==> src/shared/aics_pkg.sv <==
package aics_pkg;

	// ***********************************
	// register map
	// ***********************************
	localparam int REG_ADDR_W = 7;
	localparam int REG_DATA_W = 9;
	localparam logic [6:0] OFS_CLOCK_SOURCE_SELECT = 7'h08;
	localparam logic [6:0] OFS_PRIMARY_PORT_CONFIG_ONE = 7'h09;
	localparam logic [6:0] OFS_SECONDARY_PORT_CONFIG_ONE = 7'h0b;
	localparam logic [6:0] OFS_ADC_CONTROL_ONE = 7'h1d;

	// field positions
	localparam int ADC_SEL_LSB = 2;
	localparam int SPDIF_TX_SEL_LSB = 4;
	localparam int PRIMARY_RX_SEL_LSB = 6;
	localparam int SECONDARY_SEL_LSB = 6;
	localparam int ADC_RATIO_LSB = 5;

	// reset values, whole registers
	localparam logic [8:0] RST_CLOCK_SOURCE_SELECT = 9'h010;
	localparam logic [8:0] RST_PRIMARY_PORT_CONFIG_ONE = 9'h000;
	localparam logic [8:0] RST_SECONDARY_PORT_CONFIG_ONE = 9'h0c0;
	localparam logic [8:0] RST_ADC_CONTROL_ONE = 9'h040;
	localparam logic [8:0] RDATA_UNMAPPED = 9'h000;

	// ***********************************
	// clock sources and selections
	// ***********************************
	typedef enum logic [1:0] {
		SRC_ADC_PIN = 2'b00,
		SRC_PLL_A = 2'b01,
		SRC_PLL_B = 2'b10,
		SRC_MAIN_PIN = 2'b11
	} aics_src_type;

	typedef struct packed {
		aics_src_type adc;
		aics_src_type spdif_tx;
		aics_src_type primary_rx;
		aics_src_type primary_tx;
		aics_src_type secondary;
	} aics_clk_sel_type;

	localparam aics_clk_sel_type CLK_SEL_RESET = '{SRC_ADC_PIN, SRC_PLL_A, SRC_MAIN_PIN,
		SRC_ADC_PIN, SRC_MAIN_PIN};

	// ***********************************
	// routing source codes
	// ***********************************
	localparam logic [1:0] PTX_FROM_SPDIF_RX = 2'b00;
	localparam logic [1:0] PTX_FROM_ADC = 2'b01;
	localparam logic [1:0] STX_FROM_SPDIF_RX = 2'b00;
	localparam logic [1:0] STX_FROM_ADC = 2'b01;
	localparam logic [1:0] SPTX_FROM_SPDIF_RX = 2'b00;
	localparam logic [1:0] SPTX_FROM_ADC = 2'b01;
	localparam logic [1:0] SPTX_FROM_SECONDARY = 2'b10;
	localparam logic [1:0] SPTX_FROM_PRIMARY = 2'b11;

	// ***********************************
	// oversampling ratios
	// ***********************************
	typedef enum logic [2:0] {
		RATIO_128 = 3'b000,
		RATIO_192 = 3'b001,
		RATIO_256 = 3'b010,
		RATIO_384 = 3'b011,
		RATIO_512 = 3'b100,
		RATIO_768 = 3'b101,
		RATIO_1152 = 3'b110
	} aics_ratio_type;

	localparam int CNT_W = 12;
	localparam logic [11:0] CNT_MAX = 12'hfff;
	localparam logic [11:0] CNT_ONE = 12'h001;
	// midpoints between neighbouring ratios
	localparam logic [11:0] THR_160 = 12'h0a0;
	localparam logic [11:0] THR_224 = 12'h0e0;
	localparam logic [11:0] THR_320 = 12'h140;
	localparam logic [11:0] THR_448 = 12'h1c0;
	localparam logic [11:0] THR_640 = 12'h280;
	localparam logic [11:0] THR_960 = 12'h3c0;

	// nearest ratio to a count of master clock edges per frame
	function automatic aics_ratio_type aics_classify(input logic [11:0] cnt);
		aics_ratio_type r;
		r = RATIO_1152;
		if (cnt < THR_160)
			r = RATIO_128;
		else if (cnt < THR_224)
			r = RATIO_192;
		else if (cnt < THR_320)
			r = RATIO_256;
		else if (cnt < THR_448)
			r = RATIO_384;
		else if (cnt < THR_640)
			r = RATIO_512;
		else if (cnt < THR_960)
			r = RATIO_768;
		return r;
	endfunction : aics_classify

	// pll b withheld while the s/pdif receiver runs
	function automatic aics_src_type aics_block_pll_b(input aics_src_type sel,
		input logic rx_active, input aics_src_type fallback);
		return (rx_active && sel == SRC_PLL_B) ? fallback : sel;
	endfunction : aics_block_pll_b

	// sync vector layout
	localparam int SYN_W = 10;
	localparam int SYN_MCLK_LSB = 0;
	localparam int SYN_PTX_FRAME = 4;
	localparam int SYN_PRX_FRAME = 5;
	localparam int SYN_SEC_FRAME = 6;
	localparam int SYN_SRX_FRAME = 7;
	localparam int SYN_SUBFRAME = 8;
	localparam int SYN_PRX_BIT = 9;

endpackage : aics_pkg

==> src/rtl/aics_rate_meter.sv <==
`timescale 1ns/1ps
module aics_rate_meter
	import aics_pkg::*;
(
	input wire logic clk,
	input wire logic rst_n,
	input wire logic ref_edge,
	input wire logic frame_edge,
	output aics_ratio_type ratio,
	output logic ratio_valid
);

	// ***********************************
	// edges per frame counter
	// ***********************************
	logic [11:0] cnt_q;
	logic [11:0] cnt_d;
	logic [11:0] cnt_inc;
	aics_ratio_type class_now;

	assign cnt_inc = (cnt_q == CNT_MAX) ? cnt_q : cnt_q + CNT_ONE;
	assign cnt_d = frame_edge ? (ref_edge ? CNT_ONE : '0) : (ref_edge ? cnt_inc : cnt_q);
	assign class_now = aics_classify(cnt_q);

	always_ff @(posedge clk or negedge rst_n)
	begin
		if (!rst_n)
		begin
			cnt_q <= '0;
			ratio <= RATIO_256;
			ratio_valid <= 1'b0;
		end
		else
		begin
			cnt_q <= cnt_d;
			if (frame_edge)
			begin
				ratio <= class_now;
				ratio_valid <= 1'b1;
			end
		end
	end
endmodule : aics_rate_meter

==> src/rtl/aics_sync.sv <==
`timescale 1ns/1ps
module aics_sync
	import aics_pkg::*;
#(
	parameter int W = SYN_W
)(
	input wire logic clk,
	input wire logic rst_n,
	input wire logic [W-1:0] async_in,
	output logic [W-1:0] sync_out
);

	// ***********************************
	// two flop synchroniser
	// ***********************************
	logic [W-1:0] meta_q;

	always_ff @(posedge clk or negedge rst_n)
	begin
		if (!rst_n)
		begin
			meta_q <= '0;
			sync_out <= '0;
		end
		else
		begin
			meta_q <= async_in;
			sync_out <= meta_q;
		end
	end

endmodule : aics_sync

==> src/rtl/aics_top.sv <==
`timescale 1ns/1ps
// Functional notes
// adc clock field: 00 adc pin, 01 pll a, 10 pll b, 11 main; reset 00.
// software avoids pll clocks for the adc while s/pdif receiver runs.
// primary transmitter carrying adc: adc rate from primary transmit frame clock.
// else secondary transmitter carrying adc: adc rate from secondary frame clock.
// only s/pdif transmitter carrying adc: rate from three bit field, reset 010.
// keep clock sources synchronous where possible for best performance.
// s/pdif transmit clock field maps like adc field; reset 01.
// s/pdif receiver uses pll a only; pll clocks then unavailable elsewhere; code withholds only pll b, pll a stays selectable by the fields.
// s/pdif transmitter carrying received s/pdif: force pll a.
// that route: transmit rate from receiver subframe clock.
// primary or secondary receiver routes: rate from that receiver frame clock.
// adc route: primary transmit frame clock if it carries adc, else field.
// primary receiver clocks external in slave, generated in master mode.
// primary receiver master clock field: 00/11 main, 01 pll a, 10 pll b.
// primary transmitter master clock: pll a for s/pdif route, else adc clock.
// software uses master mode for primary transmitter carrying s/pdif data.
// slave mode with adc on main pin: primary receive bit clock drives transmitter.
// secondary port sides share one frame clock and one bit clock; code takes a separate secondary_rx_frame_clock for the receiver route.
// secondary master clock field maps like adc field; reset 11.
// secondary transmitter carrying received s/pdif: force pll a.
// software picks only pin clocks for secondary port while receiver powered.
// receiver enabled: pll b never routed to any internal function.
module aics_top
	import aics_pkg::*;
(
	input wire logic clk,
	input wire logic rst_n,
	input wire logic reg_wr_en,
	input wire logic reg_rd_en,
	input wire logic [6:0] reg_addr,
	input wire logic [8:0] reg_wdata,
	output logic [8:0] reg_rdata,
	output logic reg_rd_valid,
	input wire logic adc_master_clock_pin,
	input wire logic main_master_clock_pin,
	input wire logic pll_a_clock,
	input wire logic pll_b_clock,
	input wire logic primary_tx_frame_clock,
	input wire logic primary_rx_frame_clock,
	input wire logic secondary_frame_clock,
	input wire logic secondary_rx_frame_clock,
	input wire logic spdif_subframe_clock,
	input wire logic primary_rx_bit_clock,
	input wire logic spdif_rx_active,
	input wire logic primary_tx_master,
	input wire logic [1:0] primary_tx_src,
	input wire logic [1:0] secondary_tx_src,
	input wire logic [1:0] spdif_tx_src,
	output aics_clk_sel_type clock_sel,
	output aics_ratio_type adc_oversample_ratio,
	output aics_ratio_type spdif_tx_ratio,
	output logic primary_tx_bit_from_rx,
	output logic primary_tx_bit_clock
);

	// ***********************************
	// registers
	// ***********************************
	logic [8:0] clock_source_select_q;
	logic [8:0] primary_port_config_one_q;
	logic [8:0] secondary_port_config_one_q;
	logic [8:0] adc_control_one_q;
	logic hit_clk;
	logic hit_pri;
	logic hit_sec;
	logic hit_adc;
	logic [8:0] rdata_d;

	assign hit_clk = reg_addr == OFS_CLOCK_SOURCE_SELECT;
	assign hit_pri = reg_addr == OFS_PRIMARY_PORT_CONFIG_ONE;
	assign hit_sec = reg_addr == OFS_SECONDARY_PORT_CONFIG_ONE;
	assign hit_adc = reg_addr == OFS_ADC_CONTROL_ONE;
	assign rdata_d = hit_clk ? clock_source_select_q :
		hit_pri ? primary_port_config_one_q :
		hit_sec ? secondary_port_config_one_q :
		hit_adc ? adc_control_one_q : RDATA_UNMAPPED;

	always_ff @(posedge clk or negedge rst_n)
	begin
		if (!rst_n)
		begin
			clock_source_select_q <= RST_CLOCK_SOURCE_SELECT;
			primary_port_config_one_q <= RST_PRIMARY_PORT_CONFIG_ONE;
			secondary_port_config_one_q <= RST_SECONDARY_PORT_CONFIG_ONE;
			adc_control_one_q <= RST_ADC_CONTROL_ONE;
			reg_rdata <= RDATA_UNMAPPED;
			reg_rd_valid <= 1'b0;
		end
		else
		begin
			if (reg_wr_en && hit_clk)
				clock_source_select_q <= reg_wdata;
			if (reg_wr_en && hit_pri)
				primary_port_config_one_q <= reg_wdata;
			if (reg_wr_en && hit_sec)
				secondary_port_config_one_q <= reg_wdata;
			if (reg_wr_en && hit_adc)
				adc_control_one_q <= reg_wdata;
			reg_rd_valid <= reg_rd_en;
			if (reg_rd_en)
				reg_rdata <= rdata_d;
		end
	end

	// ***********************************
	// field decode
	// ***********************************
	aics_src_type adc_field;
	aics_src_type spdif_tx_field;
	aics_src_type primary_rx_field;
	aics_src_type secondary_field;
	aics_ratio_type adc_ratio_field;
	logic [1:0] prx_raw;

	assign adc_field = aics_src_type'(clock_source_select_q[ADC_SEL_LSB +: 2]);
	assign spdif_tx_field = aics_src_type'(clock_source_select_q[SPDIF_TX_SEL_LSB +: 2]);
	assign secondary_field = aics_src_type'(secondary_port_config_one_q[SECONDARY_SEL_LSB +: 2]);
	assign adc_ratio_field = aics_ratio_type'(adc_control_one_q[ADC_RATIO_LSB +: 3]);
	assign prx_raw = primary_port_config_one_q[PRIMARY_RX_SEL_LSB +: 2];
	// adc pin code means main pin here
	assign primary_rx_field = (prx_raw == SRC_ADC_PIN) ? SRC_MAIN_PIN : aics_src_type'(prx_raw);

	// ***********************************
	// clock selection
	// ***********************************
	aics_clk_sel_type sel_d;
	logic ptx_spdif;
	logic stx_spdif;
	logic sptx_spdif;

	assign ptx_spdif = primary_tx_src == PTX_FROM_SPDIF_RX;
	assign stx_spdif = secondary_tx_src == STX_FROM_SPDIF_RX;
	assign sptx_spdif = spdif_tx_src == SPTX_FROM_SPDIF_RX;
	assign sel_d.adc = aics_block_pll_b(adc_field, spdif_rx_active, SRC_ADC_PIN);
	assign sel_d.spdif_tx = sptx_spdif ? SRC_PLL_A :
		aics_block_pll_b(spdif_tx_field, spdif_rx_active, SRC_ADC_PIN);
	assign sel_d.primary_rx = aics_block_pll_b(primary_rx_field, spdif_rx_active,
		SRC_MAIN_PIN);
	assign sel_d.primary_tx = ptx_spdif ? SRC_PLL_A : sel_d.adc;
	assign sel_d.secondary = stx_spdif ? SRC_PLL_A :
		aics_block_pll_b(secondary_field, spdif_rx_active, SRC_ADC_PIN);

	// ***********************************
	// pin sampling
	// ***********************************
	logic [9:0] pins_raw;
	logic [9:0] pins_s;
	logic [9:0] pins_prev_q;
	logic [9:0] pins_rise;

	assign pins_raw = {primary_rx_bit_clock, spdif_subframe_clock, secondary_rx_frame_clock,
		secondary_frame_clock, primary_rx_frame_clock, primary_tx_frame_clock,
		main_master_clock_pin, pll_b_clock, pll_a_clock, adc_master_clock_pin};
	assign pins_rise = pins_s & ~pins_prev_q;

	aics_sync #(.W(SYN_W)) u_sync (
		.clk(clk),
		.rst_n(rst_n),
		.async_in(pins_raw),
		.sync_out(pins_s)
	);

	// ***********************************
	// rate measurement
	// ***********************************
	logic [3:0] mclk_rise;
	logic adc_ref_edge;
	logic adc_frame_edge;
	logic sptx_ref_edge;
	logic sptx_frame_edge;
	logic ptx_adc;
	logic stx_adc;
	logic sptx_adc;
	aics_ratio_type adc_meas;
	aics_ratio_type sptx_meas;
	aics_ratio_type adc_ratio_d;
	aics_ratio_type sptx_ratio_d;

	assign mclk_rise = pins_rise[SYN_MCLK_LSB +: 4];
	assign ptx_adc = primary_tx_src == PTX_FROM_ADC;
	assign stx_adc = secondary_tx_src == STX_FROM_ADC;
	assign sptx_adc = spdif_tx_src == SPTX_FROM_ADC;
	assign adc_ref_edge = mclk_rise[sel_d.adc];
	assign sptx_ref_edge = mclk_rise[sel_d.spdif_tx];
	assign adc_frame_edge = ptx_adc ? pins_rise[SYN_PTX_FRAME] :
		pins_rise[SYN_SEC_FRAME];
	assign sptx_frame_edge = sptx_spdif ? pins_rise[SYN_SUBFRAME] :
		(spdif_tx_src == SPTX_FROM_PRIMARY) ? pins_rise[SYN_PRX_FRAME] :
		(spdif_tx_src == SPTX_FROM_SECONDARY) ? pins_rise[SYN_SRX_FRAME] :
		pins_rise[SYN_PTX_FRAME];
	assign adc_ratio_d = (ptx_adc || stx_adc) ? adc_meas : adc_ratio_field;
	assign sptx_ratio_d = (sptx_adc && !ptx_adc) ? adc_ratio_field : sptx_meas;

	aics_rate_meter u_adc_meter (
		.clk(clk),
		.rst_n(rst_n),
		.ref_edge(adc_ref_edge),
		.frame_edge(adc_frame_edge),
		.ratio(adc_meas),
		.ratio_valid()
	);

	aics_rate_meter u_sptx_meter (
		.clk(clk),
		.rst_n(rst_n),
		.ref_edge(sptx_ref_edge),
		.frame_edge(sptx_frame_edge),
		.ratio(sptx_meas),
		.ratio_valid()
	);

	// ***********************************
	// output registers
	// ***********************************
	logic bit_from_rx_d;

	assign bit_from_rx_d = !primary_tx_master && sel_d.adc == SRC_MAIN_PIN;

	always_ff @(posedge clk or negedge rst_n)
	begin
		if (!rst_n)
		begin
			clock_sel <= CLK_SEL_RESET;
			adc_oversample_ratio <= RATIO_256;
			spdif_tx_ratio <= RATIO_256;
			primary_tx_bit_from_rx <= 1'b0;
			primary_tx_bit_clock <= 1'b0;
			pins_prev_q <= '0;
		end
		else
		begin
			clock_sel <= sel_d;
			adc_oversample_ratio <= adc_ratio_d;
			spdif_tx_ratio <= sptx_ratio_d;
			primary_tx_bit_from_rx <= bit_from_rx_d;
			primary_tx_bit_clock <= bit_from_rx_d & pins_s[SYN_PRX_BIT];
			pins_prev_q <= pins_s;
		end
	end
endmodule : aics_top

==> config.mk <==
export PLATFORM = sky130hd
export DESIGN_NAME = aics_top
export DESIGN_NICKNAME = d
export VERILOG_FILES = /design/src/shared/aics_pkg.sv /design/src/rtl/aics_rate_meter.sv /design/src/rtl/aics_sync.sv /design/src/rtl/aics_top.sv
export SDC_FILE = /design/constraint.sdc
export NUM_CORES = 1
export LEC_CHECK = 0
export BUFFER_PORTS_ARGS = -buffer_cell sky130_fd_sc_hd__buf_2
export CORE_UTILIZATION = 55
export DETAILED_ROUTE_END_ITERATION = 8
export PLACE_DENSITY_LB_ADDON = 0.2
export SLEW_MARGIN = 5
export SYNTH_ARGS = -nofsm -noshare
export SYNTH_HDL_FRONTEND = slang
export SYNTH_SLANG_ARGS = --single-unit
==> constraint.sdc <==
create_clock -name clk -period 6 [get_ports clk]
set_clock_uncertainty 0.1 [all_clocks]
set_input_delay 0.9 -clock clk [delete_from_list [all_inputs] [get_ports clk]]
set_output_delay 0.9 -clock clk [all_outputs]
set_load 0.005 [all_outputs]
==> results of run 1 <==
[power breakdown]
group          internal (mW)  switching, mW
registers              0.886         0.0358
clock network          0.563          0.404
logic                 0.0614         0.0786
[registers in the layout, summed over array words and instances, names as in the netlist, 9 cells and up]
name,cells
reg_rdata,9
clock_sel,10
clock_source_select_q,9
u_adc_meter.cnt_q,12
u_sync.sync_out,10
secondary_port_config_one_q,9
pins_prev_q,9
u_sync.meta_q,10
adc_control_one_q,9
primary_port_config_one_q,9
u_sptx_meter.cnt_q,12
[worst max-delay path: stages (launching register included)]
cell	delay, ns
dfstp_2	0.59
o21bai_1	0.18
mux2i_1	0.38
o22ai_1	0.36
or4_1	0.59
a21oi_1	0.15
[cell type report]
class	count	share of cell area [%]
clock inverters	15	2.40
clock buffers	17	6.61
inverters	13	0.779
repair buffers	67	5.47
multi-input cells	288	32.8
flip-flops and latches	123	49.4
well taps	129	2.58
[path summary, 6_finish.rpt]
kind | start | end | slack (ns) | cells past startpoint
worst max-delay path | clock_source_select_q[4]$_DFFE_PN1P_ | u_sptx_meter.cnt_q[5]$_DFFE_PN0P_ | 3.56 | 5
worst min-delay path | u_sync.meta_q[8]$_DFF_PN0_ | u_sync.sync_out[8]$_DFF_PN0_ | 0.25 | 0
worst max register to register | clock_source_select_q[4]$_DFFE_PN1P_ | u_sptx_meter.cnt_q[5]$_DFFE_PN0P_ | 3.56 | 5
worst min register to register | u_sync.meta_q[8]$_DFF_PN0_ | u_sync.sync_out[8]$_DFF_PN0_ | 0.25 | 0
max in group asynchronous | rst_n | adc_control_one_q[5]$_DFFE_PN0P_ | 4.17 | 2
min in group asynchronous | rst_n | reg_rdata[1]$_DFFE_PN0P_ | 0.34 | 1
[logic make-up (layout without fill, tap and decap cells)]
| family | count (synthesis) | count (layout) | share of synthesized area (%) |
|---|---|---|---|
| adder cells (fa/ha/maj) | 2 | 2 | 0.476 |
| XOR/XNOR | 3 | 3 | 0.500 |
| multiplexers | 51 | 51 | 11.0 |
| AO/OA/AOI/OAI | 105 | 105 | 13.4 |
| buffers and inverters | 27 | 112 | 2.00 |
| AND/OR/NAND/NOR | 127 | 127 | 13.7 |
| flip-flops | 123 | 123 | 58.9 |
[metal layers]
layer | wire [um] | vias to the layer above | global-route usage (%)
li1 | - | 1772 | -
met1 | 4950 | 1899 | 32.6
met2 | 5790 | 95 | 41.2
met3 | 443 | 10 | 5.76
met4 | 112 | 0 | 8.26
met5 | 0 | - | 0
[synth_stat cells (6+ instances only)]
cell type	number
mux2i_1	6
mux2_2	44
a21oi_1	18
inv_1	13
nand2b_1	9
o31ai_1	6
nand3_1	10
a211oi_1	8
nand2_1	29
o22ai_1	8
or4_1	8
clkbuf_1	10
and3_1	6
dfrtp_1	110
a22o_1	8
or3_1	7
nand4_1	8
nor2_1	20
dfstp_2	13
o21ai_0	24
[layout by cell type (no fill, tap or decap), types with 4 or more instances in the layout]
cell type and count:
mux2_2 44, or3_1 7, o211ai_1 4, nor2_1 20
o22ai_1 8, inv_6 9, nand2b_1 9, o21ai_0 24
nand4_1 8, buf_2 64, or4_1 8, mux2i_1 6
inv_1 13, clkbuf_16 16, a211oi_1 8, clkinvlp_4 4
dfrtp_1 110, nor2b_1 4, dfstp_2 13, a22o_1 8
nand3_1 10, a31oi_1 4, o31ai_1 6, and3_1 6
and4_1 4, a21oi_1 18, nand2_1 29
==> results by group, run 1 <==
Routing
  – DR iter-0 viols: 145
  – DRC: 0
  – TritonRoute pass-1 iters: 4
  – Post-DRT Antenna Nets: 0
  – Vias per cell: 5.79
  – DR WL/cell: 17.3 um
  – DR vias: 3776
  – DRT Wirelength: 11300 um

Power
  – VDD IR max: 217 uV
  – Pwr Total: 2.03 mW
  – PwrDens: 324 nW/um^2
  – Lkg Pwr: 2.88 nW

Synth
  – Mapped Cells: 438
  – Syn_nets: 478
  – Asr flop ratio synth: 100%
  – Seq cells post-synth: 123
  – Post-synth top area cell: dfrtp_1
  – Leading post-synthesis cells by cell area: dfrtp_1 52%, mux2_2 9.4%, dfstp_2 6.5%
  – Count of cell types in the netlist: 62
  – Number of synthesized flops with an enable pin: 0
  – Dominant synthesized flop cell: dfrtp_1
  – Post-synthesis sequential area ratio: 58.9%
  – Syn. warnings: 0
  – Synth Area per Inst: 12.0 sq um
  – Mapped Area: 5250 sq um
  – Yosys top cell area share: 52.4%

Timing
  – RSZ-0062 raised after global routing: false
  – Max-slew violation count: 0
  – Final setup TNS: 0 ns
  – Finish-stage setup viols: 0
  – Final min period: 2.44 ns
  – Fmax: 410 MHz
  – Final hold violation count: 0
  – Setup WS post-layout: 3.56 ns
  – Max-slew headroom: 38.3%
  – Tcrit/Tclk final: 40.6%
  – Worst slew pin tran: 0.926 ns
  – WHS: 0.248 ns

Clock tree
  – Hold_buf cts: 0
  – Clk Latency, worst-skew pair: 0.52 ns
  – Root Driver: clkbuf_8
  – Clock transition at path regs: 0.06 ns
  – H-tree Lvls: 4
  – Clock Path Buffers: 2
  – Number of post-CTS setup repair buffers: 0
  – Cts repair resizes: 0
  – CTS buffer count: 17
  – CTS Sinks: 123
  – CTS tree: built

Final layout
  – Filler Cell Count: 697
  – Post-Layout Inst Area: 6260 sq um
  – Synth-to-layout area growth: 19.3%
  – Sequential cell area: 3090 sq um
  – Nets: 550
  – Finished Layout Cells: 652
  – Final core area utilization: 67.8%
  – ANT cells: 0
  – Area of the multi-input gates: 2050 sq um
  – Share of layout cells above drive strength 1: 32.5%

Critical path
  – Setup crit end kind: flop
  – Startpoint Class: flop
  – CP Data Required Time: 6.34 ns
  – Crit path max fanout: 13
  – Setup Crit Path Kind: flop to flop
  – WP data arrival: 2.78 ns

Placed design
  – Port Buffers: 65
  – Routability cong.: 0.831
  – Place WS: 3.06 ns
  – Area of placed instances: 5700 sq um
  – Final HPWL from detailed placement: 7430 um
  – Placed cells: 620

Min path
  – Hold WC Path Type: flop to flop

Global route
  – Largest net degree at the start of global routing: 67
  – Grt ovf: 0
  – Vias in the first global route: 3716
  – Initial antenna violation count: 0
  – Global-route wire length before repair: 18700 um
  – Overall global routing resource usage: 24.9%

Die
  – I/O Pins: 66
  – Die area: 9950 sq um
  – Die Wd: 99.7 um
  – DIE HEIGHT: 99.7 um
  – # rows: 35
  – Core box area: 9240 sq um
  – Initial core utilization: 56.8%

Job
  – Maxcap violations: 0

Run status
  – Status: complete, no violations
No activity file was read; power rests on OpenSTA's default activity.
==> run 2, diff against run 1 <==
Settings changed: CORE_UTILIZATION 55 to 52.
Clock period 6 ns to 2.2 ns, I/O delays scaled along.
==> run 2 against run 1 <==
  * Critical path type unchanged
  * Design area rose by 7.9%
  * Flip-flop and latch count did not move
  * Sequential power rose to 2.7 times the previous value
  * Clock power rose to 2.8 times the previous value
  * Non-clock buffer count rose by 45
  * Critical path depth did not move
  * First-iteration DRC count rose by 9.0%
  * Largest power group unchanged
  * Power rose to 2.8 times the previous value
  * Cell count rose by 7.5%
  * Global-route usage fell by 1.5 points
  * Die area rose by 5.7%
  * Sequential share of layout area fell by 3.6 points
==> results by group, run 2 (synthesized netlist as in run 1, its figures left out) <==
Die
  – Core box area: 9770 sq um
  – Die Wd: 103 um
  – I/O Pins: 66
  – Initial core utilization: 53.7%
  – DIE HEIGHT: 103 um
  – Die area: 10500 sq um
  – # rows: 36

Critical path
  – Setup crit end kind: flop
  – Crit-path max cell delay: 0.57 ns
  – Slowest cell on crit path: dfstp_2
  – CP Data Required Time: 2.54 ns
  – Worst path top cell family by delay: flip-flops
  – Crit path max fanout: 8
  – Crit-path cells: o21bai_2 > mux2i_1 > o22ai_2 > or4_1 > a21oi_1
  – Startpoint Class: flop
  – Setup Crit Path Kind: flop to flop
  – WP data arrival: 2.43 ns
  – Crit path buf inv count: 0

Clock tree
  – CTS buffer count: 17
  – CTS tree: built
  – Root Driver: clkbuf_8
  – H-tree Lvls: 4
  – Clock Path Buffers: 2
  – Clk Latency, worst-skew pair: 0.52 ns
  – Clock transition at path regs: 0.06 ns
  – CTS Sinks: 123

Final layout
  – ANT cells: 0
  – Synth-to-layout area growth: 28.7%
  – Filler Cell Count: 737
  – Nets: 595
  – Post-Layout Inst Area: 6760 sq um
  – Biggest regs: u_adc_meter.cnt_q: 12 flops, u_sptx_meter.cnt_q: 12 flops
  – Most frequent cells in the layout: 110 x dfrtp_1, 64 x buf_2, 44 x mux2_2, 29 x nand2_1, 29 x dlygate4sd3_1
  – Share of layout cells above drive strength 1: 33.8%
  – Most common cell after layout, fill and taps aside: dfrtp_1

Global route
  – GRT busiest layer: met2
  – Overall global routing resource usage: 23.4%
  – Initial antenna violation count: 0
  – Met2 GRT Util: 37.4%
  – Vias in the first global route: 3786
  – Grt ovf: 0
  – Largest net degree at the start of global routing: 51
  – GR Util met1: 31.5%
  – Met3 Use GR: 5.36%
  – Global-route wire length before repair: 18500 um

Timing
  – Max-slew headroom: 65.6%
  – Finish-stage setup viols: 0
  – Final setup TNS: 0 ns
  – Fmax: 479 MHz
  – Final min period: 2.09 ns
  – Max-slew violation count: 0
  – RSZ-0062 raised after global routing: false
  – Tcrit/Tclk final: 94.8%
  – WHS: 0.0384 ns
  – Final hold violation count: 0
  – Worst slew pin tran: 0.514 ns

Placed design
  – Port Buffers: 65
  – Area of placed instances: 5850 sq um
  – Routability cong.: 0.798
  – Final HPWL from detailed placement: 7640 um

Power
  – Switch share: 24.2%
  – Cell Int Power: 4.28 mW
  – VDD IR max: 577 uV
  – Flop pwr share: 44.4%
  – PwrDens: 834 nW/um^2
  – Logic pwr share: 8.0%
  – Pwr Total: 5.64 mW
  – P_sw: 1.36 mW
  – Lkg Pwr: 3.12 nW
  – Clock power share: 47.6%

Routing
  – DR vias: 3929
  – DRC: 0
  – DRT Wirelength: 11400 um
  – TritonRoute pass-1 iters: 5
  – DR WL/cell: 16.3 um
  – Vias per cell: 5.60
  – DR iter-0 viols: 158
  – Post-DRT Antenna Nets: 0

Run status
  – Status: complete, no violations

Job
  – Maxcap violations: 0

Min path
  – Hold WC Path Type: input pin to flop
run 2: cell count changes in the layout (fill, tap and decap cells not counted), moves of 2 or more:
cell	delta
inv_6	-5
clkinv_4	+6
buf_4	+14
buf_12	+2
clkinvlp_4	-2
dlygate4sd3_1	+29
run 2: power groups by stage:
stage                     registers (mW)  clock network [mW]  logic, mW
final                               2.50                2.68      0.452
after global routing                2.52                2.81      0.507
after CTS                           2.51                2.72      0.454
after detailed placement            2.54                   0      0.403
after global placement              2.54                   0      0.391
after floorplan                     2.52                   0      0.213
run 2: final timing paths:
check / startpoint / to / slack [ns] / depth (start not counted)
max: clock_source_select_q[4]$_DFFE_PN1P_ / u_sptx_meter.cnt_q[9]$_DFFE_PN0P_ / 0.11 / 5
max in group asynchronous: rst_n / u_adc_meter.ratio[1]$_DFFE_PN1P_ / 1.14 / 3
min reg2reg: u_sync.meta_q[1]$_DFF_PN0_ / u_sync.sync_out[1]$_DFF_PN0_ / 0.25 / 0
min in group asynchronous: rst_n / reg_rd_valid$_DFF_PN0_ / 0.20 / 2
min: spdif_rx_active / clock_sel[4]$_DFF_PN1_ / 0.04 / 3
max reg2reg: clock_source_select_q[4]$_DFFE_PN1P_ / u_sptx_meter.cnt_q[9]$_DFFE_PN0P_ / 0.11 / 5
run 2: worst reg2reg max path: stages (launching register included):
cell and delay, ns:
dfstp_2 0.57, o21bai_2 0.14, mux2i_1 0.30, o22ai_2 0.21, or4_1 0.53, a21oi_1 0.15
run 2: per-layer routing:
layer	up-vias	wire length [um]
met5	-	0
met4	0	173
met3	13	531
met2	122	5590
met1	1926	5110
li1	1868	-
run 2: per-stage QoR:
step                      utilization (%)  setup slack (ns)  instances
after floorplan                         -             0.239        438
after global placement               59.9            0.0674        640
after detailed placement             59.9            0.0102        640
after CTS                            68.8            0.0321        701
after global routing                 69.2            0.0196        701
final                                69.2             0.114        701
run 2: area by class of cell:
cell class              instances  area [sq um]  area share, %
flip-flops and latches        123          3090           45.8
clock inverters                15           168           2.48
multi-input cells             288          2090           30.9
clock buffers                  17           414           6.13
inverters                      13          48.8          0.722
repair buffers                112           778           11.5
well taps                     133           166           2.46
run 2: repair_timing:
| action | CTS | global route |
|---|---|---|
| resized for setup | 1 | 7 |
| hold endpoints to repair | 80 | 0 |
| endpoints found under the setup margin | 1 | 14 |
| pin swaps | 0 | 1 |
| hold buffers | 29 | 0 |
| buffers inserted | 0 | 0 |
